File: src/common/zone_jam_pkg.sv
// Shared constants and types for the zone jam option logic
package zone_jam_pkg;
	// Timing
	localparam int CLK_NS = 5;
	localparam int TICK_NS = 1000000;
	localparam int TICK_CYC = (TICK_NS + CLK_NS - 1) / CLK_NS;
	localparam int TICK_W = 18;
	localparam logic [15:0] ATTEMPT_MS = 16'h03E8;
	localparam logic [1:0] MAX_ATTEMPTS = 2'h3;
	localparam logic [15:0] TIMER_MAX = 16'hFFFF;
	// Register byte offsets
	localparam logic [7:0] OFS_CTRL = 8'h00;
	localparam logic [7:0] OFS_JAM_TIME = 8'h04;
	localparam logic [7:0] OFS_CLR_DELAY = 8'h08;
	localparam logic [7:0] OFS_CMD = 8'h0C;
	localparam logic [7:0] OFS_STATUS = 8'h10;
	localparam logic [7:0] OFS_COUNT = 8'h14;
	localparam logic [7:0] OFS_IRQ_ST = 8'h18;
	localparam logic [7:0] OFS_IRQ_MASK = 8'h1C;
	// Reset values
	localparam logic [31:0] CTRL_RST = 32'h0000_0000;
	localparam logic [15:0] JAM_TIME_RST = 16'h0FA0;
	localparam logic [15:0] CLR_DELAY_RST = 16'h1388;
	// Option bits within a zone's byte of the control register
	localparam int OPT_BYP_ARR = 0;
	localparam int OPT_BYP_SNS = 1;
	localparam int OPT_NO_AUTO = 2;
	localparam int OPT_NO_ARRTO = 3;
	localparam int OPT_NO_MANUAL = 4;
	localparam int ZONE_STRIDE = 8;
	localparam int LEFT_SEL_BIT = 16;
	localparam int NZ = 2;
	// Synchronised input positions
	localparam int SY_SNS = 0;
	localparam int SY_ACC = 2;
	localparam int SY_DN_ARR = 4;
	localparam int SY_DN_RDY = 5;
	localparam int SY_UP_LOST = 6;
	localparam int SYNC_W = 7;
	// Zone states
	typedef enum logic [7:0] {
		ZS_EMPTY = 8'h01,
		ZS_HELD = 8'h02,
		ZS_SEND = 8'h04,
		ZS_WAIT_ARR = 8'h08,
		ZS_SEARCH = 8'h10,
		ZS_JAM_ARR = 8'h20,
		ZS_JAM_SNS = 8'h40,
		ZS_CLEAR_RUN = 8'h80
	} zone_state_e;
	typedef struct packed {
		zone_state_e state;
		logic [15:0] timer;
		logic [1:0] attempts;
		logic [15:0] count;
	} zone_s;
endpackage

File: src/common/sync_if.sv
// Carrier between the pin synchroniser and the zone logic
`timescale 1ns/1ps
interface sync_if;
	logic [zone_jam_pkg::SYNC_W-1:0] raw;
	logic [zone_jam_pkg::SYNC_W-1:0] sync;
	logic tick;
	modport src (input raw, output sync, output tick);
	modport dst (output raw, input sync, input tick);
endinterface

File: src/hdl/pin_sync_tick.sv
// Two-stage pin synchroniser and millisecond tick divider
`timescale 1ns/1ps
module pin_sync_tick #(
	parameter int TICK_CYCLES = zone_jam_pkg::TICK_CYC
) (
	// Clock and reset
	input wire logic pclk,
	input wire logic presetn,
	// Synchronised pins and tick
	sync_if.src sif
);
	typedef struct packed {
		logic [zone_jam_pkg::SYNC_W-1:0] s1;
		logic [zone_jam_pkg::SYNC_W-1:0] s2;
		logic [zone_jam_pkg::TICK_W-1:0] cnt;
		logic tick;
	} st_s;
	st_s st;
	st_s next_st;

	// First stage feeds only the second stage
	always_comb begin
		next_st = st;
		next_st.s1 = sif.raw;
		next_st.s2 = st.s1;
		next_st.tick = 1'b0;
		if (st.cnt == zone_jam_pkg::TICK_W'(TICK_CYCLES - 1)) begin
			next_st.cnt = '0;
			next_st.tick = 1'b1;
		end else begin
			next_st.cnt = st.cnt + 1'b1;
		end
	end

	always_ff @(posedge pclk or negedge presetn) begin
		if (!presetn) begin
			st <= '0;
		end else begin
			st <= next_st;
		end
	end

	assign sif.sync = st.s2;
	assign sif.tick = st.tick;
endmodule // pin_sync_tick

File: src/hdl/zone_jam_ctrl.sv
// Two-zone conveyor jam handling with per-zone options and APB registers
//
// Summary of operation
// - Each zone has separate options to skip the auto clear delay for arrival jams and for sensor jams.
// - Skipping the delay still detects, flags and counts the jam, then clears it at once.
// - A sensor jam by default gets up to three automatic clearing attempts.
// - With auto clear disabled a sensor jam stays until the sensor clears by hand or a clear command starts an attempt.
// - A clear command to a zone starts a clearing attempt on its active sensor jam.
// - After discharge the zone waits up to its jam time for arrival, else raises an arrival jam.
// - With the arrival timeout disabled the zone never raises an arrival jam.
// - With the arrival timeout disabled the zone accepts again as soon as its carton has left.
// - A carton taken by hand from an accumulated zone makes the zone downstream run a search.
// - With manual handling disabled the zone does not run when its upstream loses such a carton.
// - Motors map to the left and right ports independent of the flow direction.
// - Each zone counts all jams since reset and shows an active-jam indicator.
//
// The placing of the registers and the APB interface to the registers were decided locally.
`timescale 1ns/1ps
module zone_jam_ctrl #(
	parameter int TICK_CYCLES = zone_jam_pkg::TICK_CYC
) (
	// Clock and reset
	input wire logic pclk,
	input wire logic presetn,
	// APB slave
	input wire logic [7:0] paddr,
	input wire logic psel,
	input wire logic penable,
	input wire logic pwrite,
	input wire logic [31:0] pwdata,
	output logic [31:0] prdata,
	output logic pready,
	output logic pslverr,
	// Zone sensors and accumulate inputs, index 0 upstream
	input wire logic [1:0] zone_sensor,
	input wire logic [1:0] zone_accumulate,
	// Neighbour module links
	input wire logic dn_arrived,
	input wire logic dn_ready,
	input wire logic up_lost,
	output logic arrived_to_up,
	output logic ready_to_up,
	output logic lost_to_dn,
	// Motor ports and interrupt
	output logic motor_run_left,
	output logic motor_run_right,
	output logic irq
);
	typedef zone_jam_pkg::zone_state_e zs_e;
	typedef struct packed {
		zone_jam_pkg::zone_s [1:0] z;
		logic [31:0] ctrl;
		logic [15:0] jam_time;
		logic [15:0] clr_delay;
		logic [1:0] clear_req;
		logic [3:0] irq_st;
		logic [3:0] irq_mask;
		logic [31:0] prdata;
		logic pready;
		logic pslverr;
		logic irq;
		logic motor_left;
		logic motor_right;
		logic arr_up;
		logic rdy_up;
		logic lost_dn;
	} st_s;
	st_s st;
	st_s next_st;
	sync_if sif ();
	logic [1:0] sns;
	logic [1:0] accu;
	logic [1:0] dn_arr;
	logic [1:0] dn_rdy;
	logic [1:0] lost_in;
	logic [3:0] jam_ev;
	logic [3:0] w1c;
	logic lost0;

	pin_sync_tick #(.TICK_CYCLES(TICK_CYCLES)) u_sync (
		.pclk(pclk),
		.presetn(presetn),
		.sif(sif)
	);

	// Pin bundle into the synchroniser
	assign sif.raw = {up_lost, dn_ready, dn_arrived, zone_accumulate, zone_sensor};

	// Option bit of one zone
	function automatic logic opt(input logic [31:0] c, input int z, input int b);
		return c[z * zone_jam_pkg::ZONE_STRIDE + b];
	endfunction

	// Zone holds a carton
	function automatic logic loaded(input zs_e s);
		return !(s inside {zone_jam_pkg::ZS_EMPTY, zone_jam_pkg::ZS_SEARCH});
	endfunction

	// Zone motor runs
	function automatic logic running(input zs_e s);
		return s inside {zone_jam_pkg::ZS_SEND, zone_jam_pkg::ZS_WAIT_ARR,
			zone_jam_pkg::ZS_SEARCH, zone_jam_pkg::ZS_CLEAR_RUN};
	endfunction

	// Mapped register offset
	function automatic logic reg_hit(input logic [7:0] a);
		return a inside {zone_jam_pkg::OFS_CTRL, zone_jam_pkg::OFS_JAM_TIME, zone_jam_pkg::OFS_CLR_DELAY,
			zone_jam_pkg::OFS_CMD, zone_jam_pkg::OFS_STATUS, zone_jam_pkg::OFS_COUNT,
			zone_jam_pkg::OFS_IRQ_ST, zone_jam_pkg::OFS_IRQ_MASK};
	endfunction

	// Per-zone view of sensors and neighbours; zone 0 sees zone 1 downstream
	assign sns = sif.sync[zone_jam_pkg::SY_SNS +: 2];
	assign accu = sif.sync[zone_jam_pkg::SY_ACC +: 2];
	assign dn_arr = {sif.sync[zone_jam_pkg::SY_DN_ARR], loaded(st.z[1].state)};
	assign dn_rdy = {sif.sync[zone_jam_pkg::SY_DN_RDY], st.z[1].state == zone_jam_pkg::ZS_EMPTY};
	assign lost0 = st.z[0].state == zone_jam_pkg::ZS_HELD && accu[0] && !sns[0];
	assign lost_in = {lost0, sif.sync[zone_jam_pkg::SY_UP_LOST]};

	// Zone state machines, register file and outputs
	always_comb begin
		next_st = st;
		jam_ev = '0;
		w1c = '0;
		for (int z = 0; z < zone_jam_pkg::NZ; z++) begin
			if (sif.tick && st.z[z].timer != zone_jam_pkg::TIMER_MAX) begin
				next_st.z[z].timer = st.z[z].timer + 16'h0001;
			end
			unique case (st.z[z].state)
				zone_jam_pkg::ZS_EMPTY: begin
					if (sns[z]) begin
						next_st.z[z].state = zone_jam_pkg::ZS_HELD;
					end else if (lost_in[z] && !opt(st.ctrl, z, zone_jam_pkg::OPT_NO_MANUAL)) begin
						next_st.z[z].state = zone_jam_pkg::ZS_SEARCH;
						next_st.z[z].timer = '0;
					end
				end
				zone_jam_pkg::ZS_HELD: begin
					if (!sns[z]) begin
						next_st.z[z].state = zone_jam_pkg::ZS_EMPTY;
					end else if (!accu[z] && dn_rdy[z]) begin
						next_st.z[z].state = zone_jam_pkg::ZS_SEND;
						next_st.z[z].timer = '0;
					end
				end
				zone_jam_pkg::ZS_SEND: begin
					if (!sns[z]) begin
						next_st.z[z].timer = '0;
						if (opt(st.ctrl, z, zone_jam_pkg::OPT_NO_ARRTO)) begin
							next_st.z[z].state = zone_jam_pkg::ZS_EMPTY;
						end else begin
							next_st.z[z].state = zone_jam_pkg::ZS_WAIT_ARR;
						end
					end else if (st.z[z].timer >= st.jam_time) begin
						next_st.z[z].state = zone_jam_pkg::ZS_JAM_SNS;
						next_st.z[z].timer = '0;
						next_st.z[z].attempts = '0;
						next_st.z[z].count = st.z[z].count + 16'h0001;
						jam_ev[2 * z + 1] = 1'b1;
					end
				end
				zone_jam_pkg::ZS_WAIT_ARR: begin
					if (dn_arr[z] || opt(st.ctrl, z, zone_jam_pkg::OPT_NO_ARRTO)) begin
						next_st.z[z].state = zone_jam_pkg::ZS_EMPTY;
					end else if (st.z[z].timer >= st.jam_time) begin
						next_st.z[z].state = zone_jam_pkg::ZS_JAM_ARR;
						next_st.z[z].timer = '0;
						next_st.z[z].count = st.z[z].count + 16'h0001;
						jam_ev[2 * z] = 1'b1;
					end
				end
				zone_jam_pkg::ZS_SEARCH: begin
					if (sns[z]) begin
						next_st.z[z].state = zone_jam_pkg::ZS_HELD;
					end else if (st.z[z].timer >= st.jam_time) begin
						next_st.z[z].state = zone_jam_pkg::ZS_EMPTY;
					end
				end
				zone_jam_pkg::ZS_JAM_ARR: begin
					// Jam stays flagged for one cycle even when the delay is skipped
					if (opt(st.ctrl, z, zone_jam_pkg::OPT_BYP_ARR) || st.z[z].timer >= st.clr_delay) begin
						next_st.z[z].state = zone_jam_pkg::ZS_EMPTY;
					end
				end
				zone_jam_pkg::ZS_JAM_SNS: begin
					if (!sns[z]) begin
						next_st.z[z].state = zone_jam_pkg::ZS_EMPTY;
					end else if (st.clear_req[z]) begin
						next_st.z[z].state = zone_jam_pkg::ZS_CLEAR_RUN;
						next_st.z[z].timer = '0;
					end else if (!opt(st.ctrl, z, zone_jam_pkg::OPT_NO_AUTO)
						&& st.z[z].attempts < zone_jam_pkg::MAX_ATTEMPTS
						&& (opt(st.ctrl, z, zone_jam_pkg::OPT_BYP_SNS) || st.z[z].timer >= st.clr_delay)) begin
						next_st.z[z].state = zone_jam_pkg::ZS_CLEAR_RUN;
						next_st.z[z].timer = '0;
						next_st.z[z].attempts = st.z[z].attempts + 2'h1;
					end
				end
				zone_jam_pkg::ZS_CLEAR_RUN: begin
					if (!sns[z]) begin
						next_st.z[z].state = zone_jam_pkg::ZS_EMPTY;
					end else if (st.z[z].timer >= zone_jam_pkg::ATTEMPT_MS) begin
						next_st.z[z].state = zone_jam_pkg::ZS_JAM_SNS;
						next_st.z[z].timer = '0;
					end
				end
				default: begin
					next_st.z[z].state = zone_jam_pkg::ZS_EMPTY;
				end
			endcase
		end
		// APB: one wait state, answer registered
		next_st.clear_req = '0;
		next_st.pready = psel && penable && !st.pready;
		if (psel && penable && !st.pready) begin
			next_st.pslverr = !reg_hit(paddr);
			unique case (paddr)
				zone_jam_pkg::OFS_CTRL: next_st.prdata = st.ctrl;
				zone_jam_pkg::OFS_JAM_TIME: next_st.prdata = {16'h0000, st.jam_time};
				zone_jam_pkg::OFS_CLR_DELAY: next_st.prdata = {16'h0000, st.clr_delay};
				zone_jam_pkg::OFS_STATUS: next_st.prdata = {24'h000000, st.z[1].attempts, st.z[0].attempts,
					loaded(st.z[1].state), loaded(st.z[0].state),
					st.z[1].state inside {zone_jam_pkg::ZS_JAM_ARR, zone_jam_pkg::ZS_JAM_SNS},
					st.z[0].state inside {zone_jam_pkg::ZS_JAM_ARR, zone_jam_pkg::ZS_JAM_SNS}};
				zone_jam_pkg::OFS_COUNT: next_st.prdata = {st.z[1].count, st.z[0].count};
				zone_jam_pkg::OFS_IRQ_ST: next_st.prdata = {28'h0000000, st.irq_st};
				zone_jam_pkg::OFS_IRQ_MASK: next_st.prdata = {28'h0000000, st.irq_mask};
				default: next_st.prdata = '0;
			endcase
		end
		if (psel && penable && st.pready && pwrite && reg_hit(paddr)) begin
			unique case (paddr)
				zone_jam_pkg::OFS_CTRL: next_st.ctrl = pwdata & 32'h0001_1F1F;
				zone_jam_pkg::OFS_JAM_TIME: next_st.jam_time = pwdata[15:0];
				zone_jam_pkg::OFS_CLR_DELAY: next_st.clr_delay = pwdata[15:0];
				zone_jam_pkg::OFS_CMD: next_st.clear_req = pwdata[1:0];
				zone_jam_pkg::OFS_IRQ_ST: w1c = pwdata[3:0];
				zone_jam_pkg::OFS_IRQ_MASK: next_st.irq_mask = pwdata[3:0];
				default: next_st.clear_req = '0;
			endcase
		end
		// Sticky jam events, a new event beats the clear
		next_st.irq_st = (st.irq_st & ~w1c) | jam_ev;
		next_st.irq = |(next_st.irq_st & next_st.irq_mask);
		// Port mapping by physical side
		next_st.motor_left = running(next_st.z[next_st.ctrl[zone_jam_pkg::LEFT_SEL_BIT]].state);
		next_st.motor_right = running(next_st.z[!next_st.ctrl[zone_jam_pkg::LEFT_SEL_BIT]].state);
		next_st.arr_up = loaded(next_st.z[0].state);
		next_st.rdy_up = next_st.z[0].state == zone_jam_pkg::ZS_EMPTY;
		// Lost pulse stretched to the next tick for the neighbour's synchroniser
		if (st.z[1].state == zone_jam_pkg::ZS_HELD && accu[1] && !sns[1]) begin
			next_st.lost_dn = 1'b1;
		end else if (sif.tick) begin
			next_st.lost_dn = 1'b0;
		end
	end

	always_ff @(posedge pclk or negedge presetn) begin
		if (!presetn) begin
			st <= '0;
			st.z[0].state <= zone_jam_pkg::ZS_EMPTY;
			st.z[1].state <= zone_jam_pkg::ZS_EMPTY;
			st.ctrl <= zone_jam_pkg::CTRL_RST;
			st.jam_time <= zone_jam_pkg::JAM_TIME_RST;
			st.clr_delay <= zone_jam_pkg::CLR_DELAY_RST;
			st.rdy_up <= 1'b1;
		end else begin
			st <= next_st;
		end
	end

	assign prdata = st.prdata;
	assign pready = st.pready;
	assign pslverr = st.pslverr;
	assign motor_run_left = st.motor_left;
	assign motor_run_right = st.motor_right;
	assign irq = st.irq;
	assign arrived_to_up = st.arr_up;
	assign ready_to_up = st.rdy_up;
	assign lost_to_dn = st.lost_dn;

	// Per-zone checks
	for (genvar g = 0; g < zone_jam_pkg::NZ; g++) begin : g_chk
		zs_e zs;
		logic no_arrto;
		assign zs = st.z[g].state;
		assign no_arrto = opt(st.ctrl, g, zone_jam_pkg::OPT_NO_ARRTO);

	end
endmodule // zone_jam_ctrl

File: config.mk
export PLATFORM = sky130hd
export DESIGN_NAME = zone_jam_ctrl
export DESIGN_NICKNAME = d
export VERILOG_FILES = /design/src/common/zone_jam_pkg.sv /design/src/common/sync_if.sv /design/src/hdl/pin_sync_tick.sv /design/src/hdl/zone_jam_ctrl.sv
export SDC_FILE = /design/constraint.sdc
export NUM_CORES = 1
export LEC_CHECK = 0
export BUFFER_PORTS_ARGS = -buffer_cell sky130_fd_sc_hd__buf_2
export CAP_MARGIN = 20
export CORE_ASPECT_RATIO = 1.5
export CORE_MARGIN = 1.5
export CORE_UTILIZATION = 46
export CTS_CLUSTER_SIZE = 16
export DETAILED_ROUTE_END_ITERATION = 12
export GPL_ROUTABILITY_DRIVEN = 0
export SYNTH_ARGS = -nofsm -noshare
export SYNTH_HDL_FRONTEND = slang
export SYNTH_SLANG_ARGS = --single-unit
File: constraint.sdc
create_clock -name pclk -period 4.02 [get_ports pclk]
set_input_delay 0.804 -clock pclk [delete_from_list [all_inputs] [get_ports pclk]]
set_output_delay 0.804 -clock pclk [all_outputs]
set_load 0.05 [all_outputs]
# == Word level (Yosys, flattened, before mapping) ==
# Cells that the tools add are included.
# word_totals
ff_bits,210
inputBits,52
word_cells,228
# op_classes
addsub,7
order_cmp,10
eq_ne,36
mux,90
bitwise_logic,4
n_reduce_logical,53
# op_table
operator,n
$mux W24,12
$mux W16,16
$mux W42,6
$pmux W32 S7,1
$pmux W16 S6,2
$mux W8,16
$pmux W8 S8,2
$mux W18,5
$eq A8 B5 Y1 const B,9
$add A16 B1 Y16 const B,4
$ge A16 B16 Y1,4
$pmux W16 S2,2
$mux W26,2
$mux W51,1
$eq A8 B4 Y1 const B,6
$eq A8 B3 Y1 const B,5
$eq A8 B8 Y1 const B,4
$ge A16 B10 Y1 const B,2
$ne A16 B16 Y1 const B,2
$eq A8 B1 Y1 const B,3
$mux W4,6
$logic_and A1 B1 Y1,19
$add A18 B1 Y18 const B,1
$eq A18 B18 Y1 const B,1
other kinds (21),69

# == Logic depth before layout (Yosys ltp) ==
# Gate-level depths: netlist of run 1.
# depth
depth_word,11
mapped_depth,11
mapped_depth_nobuf,10

# == Cells and area by module ==
# Synthesis of run 1 repeated with hierarchy kept, for this count alone.
# unflattened
hier_cells,1241
area_unflattened_um2,11952.7
# by_module_without_submodules
mod,n_inst,cells_per_inst,area_each_um2,seq_area_each_um2
zone_jam_ctrl,1,1134,10652.7,4446.8
pin_sync_tick,1,107,1300.0,825.8

# == Least setup slack after synthesis of run 1 ==
# OpenSTA, ideal clock, no wires.
# synth_timing
path_kind,input to register
start,in paddr[0]
end,reg st (netlist bit motor_run_right)
setup_time_ns,0.129
arrival_ns,2.809
t_required_ns,3.891
setup_slack_ns,1.082
cell_stages,8
path_buffers,1
path_cell_list,or4_1 -> or2_1 -> buf_6 -> nor3_4 -> nand2_2 -> mux2_4 -> or2_1 -> o41a_1
# synth_lines
item,line_no,rtl
"start, declared",zone_jam_ctrl.sv:26,"input wire logic [7:0] paddr,"
"end signal, assigned",zone_jam_ctrl.sv:268,st <= next_st;
"end, declared",zone_jam_ctrl.sv:68,st_s st;

==> impl_results.md, run 1 <==
* Per-cell routed wire length at 19.27 um
* FFs w/ async S/R, synth at 100.0%
* Worst path max stage delay at 620 ps
* Final core utilization at 51.88%
* Rows at 71
* Worst Skew at 9.085 ps
* PD cells at 380.2 mW/mm2
* Final ANT Viol Nets at 0
* Flop-to-flop setup slack at 520 ps
* Final worst path period share at 87.17%
* Vias/cell at 5.652
* CP Capture Type: register
* Slew Limit Fails at 0
* Number of synthesized flops with an enable pin at 0
* CTS sink cnt at 210
* # hold bufs at CTS at 0
* Adder-cell share of the synthesized area at 7.810%
* Syn avg cell area at 9.787 um2
* DP HPWL at 23,860 um
* Grt ovf at 0
* Tightest Pin Transition at 758.6 ps
* Root Buffer: clkbuf_16
* Fraction of layout cells with a size suffix above 1 at 16.84%
* Achievable Freq at 285.4 MHz
* Vias in the first global route at 8,946
* Nets at 1,381
* Required time of the critical path at 4460 ps
* Postcts setup bufs at 0
* Leakage at 6.147 nW
* Diodes inserted at 0
* Multiplexer area fraction after synthesis at 4.504%
* Max clock buf depth at 3
* Compound-gate portion of the synthesized area at 11.84%
* Largest net degree at the start of global routing at 78
* IO Port Bufs at 76
* Yosys warning total at 0
* Type of the worst min-delay path: in2async
* First-pass GRT wire length at 48,660 um
* R2R cell count at 10
* Die area at 0.02641 mm2
* Post-Synthesis Cells at 1,195
* Rel. slew slack at 49.38%
* Routed WL at 30,810 um
* Mapped cell area at 0.01169 mm2
* Htree depth at 1
* Sequential-to-total area share from yosys stat at 45.08%
* Crit-path max FO at 7
* Crit path cell chain: inv_1 > ha_1 > and4_1 > o2111ai_1 > a31oi_1 > o21ai_0 > a21oi_1 > nand4_1 > nor4_1 > xor2_1
* # IOs at 92
* Max cap viols at 0
* Mapped Nets at 1,320
* Number of clock buffers inserted by TritonCTS at 21
* Initial antenna violation count at 0
* Area growth from synthesis to layout at 11.14%
* Setup Total Neg Slack at 0 ps
* Critical R2R Launch: st[76]$_DFFE_PN1P_
* Total GRT Usage at 23.80%
* RSZ-0062 raised after global routing: no
* Simple-Gate Fraction of Synth Area at 19.69%
* DR iter-0 viols at 630
* Setup CP Type: reg2reg
* Final Hold Viols at 0
* Unique masters post-synth at 79
* DR vias at 9,037
* Pre-antenna DRT Iters at 7
* Die H at 198.3 um
* Final min period at 3504 ps
* Initial Utilization at 46.68%
* Post-cts resize count at 0
* Most common cell after layout, fill and taps aside: dfrtp_1
* Worst skew pair latency at 520 ps
* Drt drc at 0
* Clk pin slew, worst setup/hold paths at 60 ps
* Register bit total from synthesis at 210
* Die Width at 133.2 um
* Commonest non-fill, non-tap cells in the layout: dfrtp_1, nand2_1, nor2_1
* CP max stage cell: a21oi_1
* Core ar. at 0.02505 mm2
* CTS tree: yes
* Crit path launch type: register
* Outcome: finished clean
* Synth Area in XOR/XNOR at 5.916%
* Most used DFF post-synth: dfrtp_1
* Worst vdd ir at 0.2968 mV
* Combinational family with the most area after synthesis: simple AND/OR/NAND/NOR gates
* Crit path DAT at 3950 ps
* # setup viols final at 0
[how the worst max path moves through the flow]
stage	startpoint	to	slack [ps]	cells past startpoint
after CTS	st[76]$_DFFE_PN1P_	register	490	10
after global placement	st[76]$_DFFE_PN1P_	register	570	10
after global routing	st[76]$_DFFE_PN1P_	register	310	10
after detailed placement	st[76]$_DFFE_PN1P_	register	530	10
final	st[76]$_DFFE_PN1P_	register	520	10
after floorplan	paddr[0]	motor_run_right$_DFF_PN0_	1080	8
[through the flow]
stage | cell area [um2] | power, mW | std cells | hold WS (ps) | setup WS (ps)
global route | 13000 | 5.137 | 1599 | 268.1 | 313.2
CTS | 13000 | 4.995 | 1599 | 240.4 | 490.4
detailed placement | 12320 | 3.019 | 1561 | 334.7 | 531.1
finish | 13000 | 4.941 | 1599 | 207.5 | 515.8
floorplan | 11700 | 2.752 | 1195 | 331.2 | 1082
global placement | 12320 | 3.013 | 1561 | 334.0 | 567.5
[synth_stat cells, types with 4 or more instances]
cell type,count,area share (%)
dfrtp_1,196,42
nand2b_1,11,0.59
a222oi_1,6,0.51
buf_4,33,2.1
a21oi_1,32,1.4
o21a_1,8,0.51
nand2_1,142,4.6
a22oi_1,11,0.71
or2_2,4,0.21
nand4b_1,7,0.52
clkbuf_1,22,0.71
o211ai_1,7,0.45
nor2_1,116,3.7
a31oi_1,13,0.70
and2_1,7,0.37
a21boi_0,4,0.26
and3_1,13,0.70
nor2b_1,7,0.37
a22o_1,10,0.75
nand4_1,26,1.4
a21o_1,12,0.77
buf_2,5,0.21
nor3_1,22,0.94
a211oi_1,4,0.26
and4_1,9,0.67
o2111ai_1,6,0.45
nand3_1,59,2.5
inv_1,61,2.0
mux2_2,41,3.9
dfstp_2,14,3.1
xor2_1,32,2.4
o21ai_0,38,1.6
ha_1,73,7.8
a221oi_1,10,0.75
mux2i_1,5,0.43
xnor2_1,47,3.5
nor4_1,12,0.64
[report_power, final]
| part | leakage, nW | switching, mW | internal [mW] |
|---|---|---|---|
| combinational | 3.01 | 0.494 | 0.223 |
| sequential | 2.80 | 0.0746 | 2.19 |
| clock | 0.330 | 0.833 | 1.13 |
[cell type report]
| type | instances | area, um2 |
|---|---|---|
| inverters | 62 | 232.7 |
| clock inverters | 5 | 56.30 |
| flip-flops and latches | 210 | 5273 |
| repair buffers | 100 | 583.1 |
| well taps | 328 | 410.4 |
| fillers | 2349 | 12050 |
| multi-input cells | 861 | 5822 |
| clock buffers | 33 | 620.6 |
[metal layers]
metal  global-route usage [%]  up-vias  routed length, um
met2                    44.16      240              15910
met1                    26.79     4370              12070
met5                        0        -                  0
li1                         -     4341                  -
met3                    2.381       86               1179
met4                    12.72        0               1651
[logic make-up after synthesis]
group / Yosys count
AOI/OAI and AO/OA: 194
adders and majority gates: 73
xor gates and xnor gates: 79
buffers and inverters: 124
muxes: 47
DFF: 210
and+or+nand+nor: 468
[critical path: cells and delay by family (launching register included)]
kind	cells	cell delay, ps
flip-flops	1	550
AO/OA/AOI/OAI	4	1370
buffers and inverters	1	60
AND/OR/NAND/NOR	3	970
adder cells (fa/ha/maj)	1	310
XOR/XNOR	1	170
Power figures use the tool's default switching activity.
==> run 2: changes to the inputs <==
--- a/config.mk
+++ b/config.mk
@@ -13,6 +13,7 @@
 export CTS_CLUSTER_SIZE = 16
 export DETAILED_ROUTE_END_ITERATION = 12
 export GPL_ROUTABILITY_DRIVEN = 0
+export REMOVE_ABC_BUFFERS = 1
 export SYNTH_ARGS = -nofsm -noshare
 export SYNTH_HDL_FRONTEND = slang
 export SYNTH_SLANG_ARGS = --single-unit
==> impl_results.md, run 2 (synthesis gave the netlist of run 1 again) <==
* Vias in the first global route at 9,380 (+4.9%)
* Max clock buf depth at 3 (unchanged)
* Largest net degree at the start of global routing at 104 (+33%)
* Top delay family on crit path: compound AO/OA/AOI/OAI gates
* Nets at 1,376 (-0.36%)
* Worst vdd ir at 0.4425 mV (+49%)
* CP max stage cell: a2111oi_0
* Rows at 71 (unchanged)
* # setup viols final at 0 (unchanged)
* Leakage at 6.187 nW (+0.65%)
* Slew Limit Fails at 0 (unchanged)
* Drt drc at 0 (unchanged)
* # hold bufs at CTS at 0 (unchanged)
* Grt ovf at 0 (unchanged)
* Root Buffer: clkbuf_16
* Fillers at 2,370 (+0.89%)
* Core ar. at 0.02505 mm2 (unchanged)
* Initial antenna violation count at 0 (unchanged)
* Rel. slew slack at 45.64% (-3.7 points)
* Worst skew pair latency at 520 ps (about the same)
* # IOs at 92 (unchanged)
* Postcts setup bufs at 0 (unchanged)
* RSZ-0062 raised after global routing: no
* Die area at 0.02641 mm2 (unchanged)
* Final ANT Viol Nets at 0 (unchanged)
* FF/Latch Area at 0.005273 mm2 (unchanged)
* Worst path max stage delay at 690 ps (+70 ps)
* Routed WL at 30,820 um (about the same)
* Crit path launch type: register
* CP Capture Type: register
* Diodes inserted at 0 (unchanged)
* Max cap viols at 0 (unchanged)
* Per-cell routed wire length at 19.34 um (+0.34%)
* Crit path DAT at 3740 ps (-210 ps)
* DR vias at 9,014 (-0.25%)
* Crit path cell chain: inv_1 > ha_1 > nand2b_1 > a2111oi_0 > o32ai_1 > o31ai_1 > a21o_1 > a32oi_1 > or2_1 > o41a_1
* Number of clock buffers inserted by TritonCTS at 22 (+4.8%)
* Area of the multi-input gates at 0.005822 mm2 (unchanged)
* Post-cts resize count at 0 (unchanged)
* PD cells at 394.5 mW/mm2 (+3.8%)
* CP Buf/Inv Count at 1 (unchanged)
* Most common cell after layout, fill and taps aside: dfrtp_1
* Clk pin slew, worst setup/hold paths at 60 ps (about the same)
* Final worst path period share at 83.23% (-3.9 points)
* Worst Skew at 20.50 ps (+11.41 ps)
* Die H at 198.3 um (unchanged)
* Required time of the critical path at 4410 ps (-50 ps)
* Htree depth at 1 (unchanged)
* Initial Utilization at 46.68% (unchanged)
* Area growth from synthesis to layout at 11.98%
* Setup CP Type: reg2reg
* Setup Total Neg Slack at 0 ps (unchanged)
* DP HPWL at 23,600 um (-1.1%)
* First-pass GRT wire length at 49,700 um (+2.1%)
* Die Width at 133.2 um (unchanged)
* Total GRT Usage at 24.14% (+0.34 points)
* Achievable Freq at 298.9 MHz (+4.7%)
* Final core utilization at 52.28% (+0.39 points)
* DR iter-0 viols at 523 (-17%)
* Outcome: finished clean
* Fraction of layout cells with a size suffix above 1 at 16.90% (+0.066 points)
* Crit-path max FO at 4 (-3)
* Tightest Pin Transition at 815.4 ps (+56.86 ps)
* Type of the worst min-delay path: in2async
* CTS sink cnt at 210 (unchanged)
* Pre-antenna DRT Iters at 7 (unchanged)
* Commonest non-fill, non-tap cells in the layout: dfrtp_1, nand2_1, nor2_1
* IO Port Bufs at 76 (unchanged)
* Final min period at 3346 ps (-158.2 ps)
* Vias/cell at 5.655 (about the same)
* CTS tree: yes
* Final Hold Viols at 0 (unchanged)
-- run 2: changes by cell type in the layout (fill, tap and decap cells not counted) --
cell,before,now
clkbuf_16,21,22
bufinv_16,1,4
clkinvlp_4,1,0
buf_4,23,15
clkinv_4,0,2
buf_12,1,3
clkinv_8,0,1
clkbuf_1,7,2
clkinv_2,2,3
inv_6,1,0
-- run 2: path summary, 6_finish.rpt --
| check | startpoint | endpoint | slack [ps] | depth (start not counted) |
|---|---|---|---|---|
| worst max-delay path | st[174]$_DFF_PN0_ | motor_run_right$_DFF_PN0_ | 670 | 10 |
| worst min-delay path | presetn | asynchronous set/reset pin | 340 | 1 |
| worst max register to register | st[174]$_DFF_PN0_ | motor_run_right$_DFF_PN0_ | 670 | 10 |
| worst min register to register | u_sync.next_st[23]$_DFF_PN0_ | u_sync.sif.sync[4]$_DFF_PN0_ | 350 | 0 |
| max in group asynchronous | presetn | st[75]$_DFFE_PN1P_ | 2840 | 2 |
| min in group pclk | u_sync.next_st[23]$_DFF_PN0_ | u_sync.sif.sync[4]$_DFF_PN0_ | 350 | 0 |
-- run 2: area by class of cell --
cell class	instances	share of cell area, %
Inverter	62	1.777
Timing Repair Buffer	94	4.299
Tap cell	328	3.134
Multi-Input combinational cell	861	44.45
Clock buffer	29	4.786
Sequential cell	210	40.26
Clock inverter	10	1.290
-- run 2: metal layers --
layer / wire length (um) / part of all wire, % / track usage (%) / vias to the layer above
met2: 15830 / 51 / 43.98 / 229
met4: 1833 / 5.9 / 14.33 / 0
met3: 1023 / 3.3 / 2.202 / 90
met5: 0 / 0 / 0 / -
li1: - / - / - / 4325
met1: 12130 / 39 / 27.41 / 4370
-- run 2: metrics by stage --
step	hold WS, ps	setup WS, ps	total power, mW	cells	area (um2)
after CTS	348.9	650.0	5.225	1594	13100
after global placement	332.2	686.7	2.985	1555	12300
after global routing	358.7	439.4	5.372	1594	13100
after floorplan	331.2	759.1	2.728	1133	11320
after detailed placement	334.7	681.4	2.988	1555	12300
final	342.3	674.1	5.167	1594	13100
-- run 2: worst register-to-register path, cell delays in order (launching register included) --
cell and delay (ps):
dfrtp_1 400, inv_1 190, ha_1 260, nand2b_1 140, a2111oi_0 690, o32ai_1 240
o31ai_1 430, a21o_1 190, a32oi_1 60, or2_1 290, o41a_1 330
-- run 2: report_power, final --
group | total [mW] | switching [mW] | leakage [nW] | internal (mW)
Clock | 2.21 | 0.854 | 0.393 | 1.36
Sequential | 2.26 | 0.0730 | 2.80 | 2.19
Combinational | 0.690 | 0.472 | 2.99 | 0.217
==> run 3: changes to the inputs <==
--- a/config.mk
+++ b/config.mk
@@ -13,6 +13,7 @@
 export CTS_CLUSTER_SIZE = 16
 export DETAILED_ROUTE_END_ITERATION = 12
 export GPL_ROUTABILITY_DRIVEN = 0
+export PLACE_DENSITY = 0.66
 export REMOVE_ABC_BUFFERS = 1
 export SYNTH_ARGS = -nofsm -noshare
 export SYNTH_HDL_FRONTEND = slang
==> constraint.sdc (replaced) <==
create_clock -name pclk -period 3.07 [get_ports pclk]
set_input_delay 0.614 -clock pclk [delete_from_list [all_inputs] [get_ports pclk]]
set_output_delay 0.614 -clock pclk [all_outputs]
set_load 0.05 [all_outputs]
==> impl_results.md, run 3 (synthesis gave the netlist of run 1 again) <==
* Critical R2R Launch: st[62]$_DFFE_PN1P_
* # IOs at 92 (unchanged)
* DP HPWL at 23,940 um (+1.4%)
* Required time of the critical path at 3460 ps (-950 ps)
* Die Width at 133.2 um (unchanged)
* Clk pin slew, worst setup/hold paths at 60 ps (about the same)
* Initial Utilization at 46.68% (unchanged)
* Diodes inserted at 0 (unchanged)
* Setup CP Type: reg2reg
* Routed WL at 31,450 um (+2.0%)
* Reg2reg end: motor_run_right$_DFF_PN0_
* Die area at 0.02641 mm2 (unchanged)
* Fraction of layout cells with a size suffix above 1 at 21.23% (+4.3 points)
* CP Capture Type: register
* Slew Limit Fails at 0 (unchanged)
* CTS sink cnt at 210 (unchanged)
* IO Port Bufs at 76 (unchanged)
* Core ar. at 0.02505 mm2 (unchanged)
* Largest net degree at the start of global routing at 92 (-12%)
* Commonest non-fill, non-tap cells in the layout: dfrtp_1, nand2_1, nor2_1
* CP max stage cell: dfstp_2
* Hold slack at 93.51 ps (-248.7 ps)
* Nets at 1,429 (+3.9%)
* Crit path cell chain: inv_1 > buf_4 > ha_1 > and4_1 > o2111ai_2 > o32ai_2 > o31ai_2 > buf_4 > nand2_1 > o2111ai_1 > a32o_1 > o41a_1
* Number of clock buffers inserted by TritonCTS at 22 (unchanged)
* Final min period at 3007 ps (-339.1 ps)
* Htree depth at 1 (unchanged)
* Rel. slew slack at 49.87% (+4.2 points)
* Crit path DAT at 3400 ps (-340 ps)
* R2R cell count at 12 (+2)
* Crit-path max FO at 3 (-1)
* Root Buffer: clkbuf_16
* Achievable Freq at 332.6 MHz (+11%)
* Initial antenna violation count at 0 (unchanged)
* CTS tree: yes
* Area growth from synthesis to layout at 15.87%
* Die H at 198.3 um (unchanged)
* Final Total Pwr at 6.663 mW (+29%)
* DR iter-0 viols at 494 (-5.5%)
* Type of the worst min-delay path: in2async
* Tightest Pin Transition at 743.8 ps (-71.58 ps)
* Max cap viols at 0 (unchanged)
* Final worst path period share at 97.94% (+15 points)
* Worst skew pair latency at 520 ps (about the same)
* PD cells at 491.7 mW/mm2 (+25%)
* Rows at 71 (unchanged)
* Worst vdd ir at 0.3269 mV (-26%)
* Final Hold Viols at 0 (unchanged)
* DR vias at 9,382 (+4.1%)
* Grt ovf at 0 (unchanged)
* Place WS at -82.04 ps (-763.5 ps)
* Leakage at 6.469 nW (+4.6%)
* Worst Skew at 20.57 ps (+0.07350 ps)
* Flop-to-flop setup slack at 60 ps (-610 ps)
* Vias/cell at 5.696 (+0.73%)
* Total GRT Usage at 24.12% (about the same)
* Crit path launch type: register
* # hold bufs at CTS at 0 (unchanged)
* # setup viols final at 0 (unchanged)
* Max clock buf depth at 3 (unchanged)
* Setup Total Neg Slack at 0 ps (unchanged)
* Final ANT Viol Nets at 0 (unchanged)
* Drt drc at 0 (unchanged)
* Vias in the first global route at 9,640 (+2.8%)
* Pre-antenna DRT Iters at 4 (-3)
* Outcome: finished clean
* Final core utilization at 54.09% (+1.8 points)
* Most common cell on crit path: buf_4
* Most common cell after layout, fill and taps aside: dfrtp_1
* Final Worst Setup Slack at 63.13 ps (-610.9 ps)
* Worst path max stage delay at 540 ps (-150 ps)
* Per-cell routed wire length at 19.10 um (-1.2%)
* First-pass GRT wire length at 49,900 um (+0.40%)
[run 3: cell count changes in the layout (fill, tap and decap cells not counted), moves of 3 or more]
cell,delta
nor3_2,+3
buf_4,+51
clkbuf_1,+4
nor3_1,-4
[run 3: through the flow]
step / cells / area (um2)
global placement: 1606 / 12710
finish: 1647 / 13550
detailed placement: 1606 / 12710
floorplan: 1133 / 11320
global route: 1647 / 13550
CTS: 1645 / 13430
[run 3: layout make-up]
cell class	instances	area [um2]
Multi-Input combinational cell	861	5931
Fill cell	2307	11500
Inverter	62	232.7
Sequential cell	210	5273
Clock inverter	8	103.9
Clock buffer	31	614.3
Tap cell	328	410.4
Timing Repair Buffer	147	985.9
[run 3: timing repair]
item                       4_1_cts  5_1_grt
resized for setup                3       19
hold endpoints to repair         0        0
pin swaps                        0        8
setup buffers                    0        2
setup endpoints to repair        1       43
[run 3: worst max-delay path by stage]
stage / cells past startpoint / endpoint / slack [ps] / from
3_5_place_dp: 12 / motor_run_right$_DFF_PN0_ / -80 / st[76]$_DFFE_PN1P_
3_3_place_gp: 12 / motor_run_right$_DFF_PN0_ / -90 / st[76]$_DFFE_PN1P_
6_report: 12 / motor_run_right$_DFF_PN0_ / 60 / st[62]$_DFFE_PN1P_
2_1_floorplan: 7 / motor_run_right$_DFF_PN0_ / -0.9 / paddr[0]
5_1_grt: 12 / st[185]$_DFF_PN0_ / -4 / st[62]$_DFFE_PN1P_
4_1_cts: 12 / motor_run_right$_DFF_PN0_ / 7 / st[76]$_DFFE_PN1P_
[run 3: per-layer routing]
layer / vias up / routed length [um] / global-route usage, %
met2: 235 / 16960 / 45.99
met3: 84 / 1111 / 2.586
li1: 4422 / - / -
met4: 0 / 1568 / 12.48
met1: 4641 / 11810 / 26.14
met5: - / 0 / 0
[run 3: power by group]
part           internal, mW  switching [mW]
clock network          1.57            1.10
logic                 0.379           0.656
registers              2.87          0.0917
total                  4.82            1.85
[run 3: critical path, delay by kind of cell (launching register included)]
family	cells	cell delay, ps
AOI/OAI and AO/OA	6	1380
buffers and inverters	3	350
adders and majority gates	1	280
DFF	1	540
and+or+nand+nor	2	330
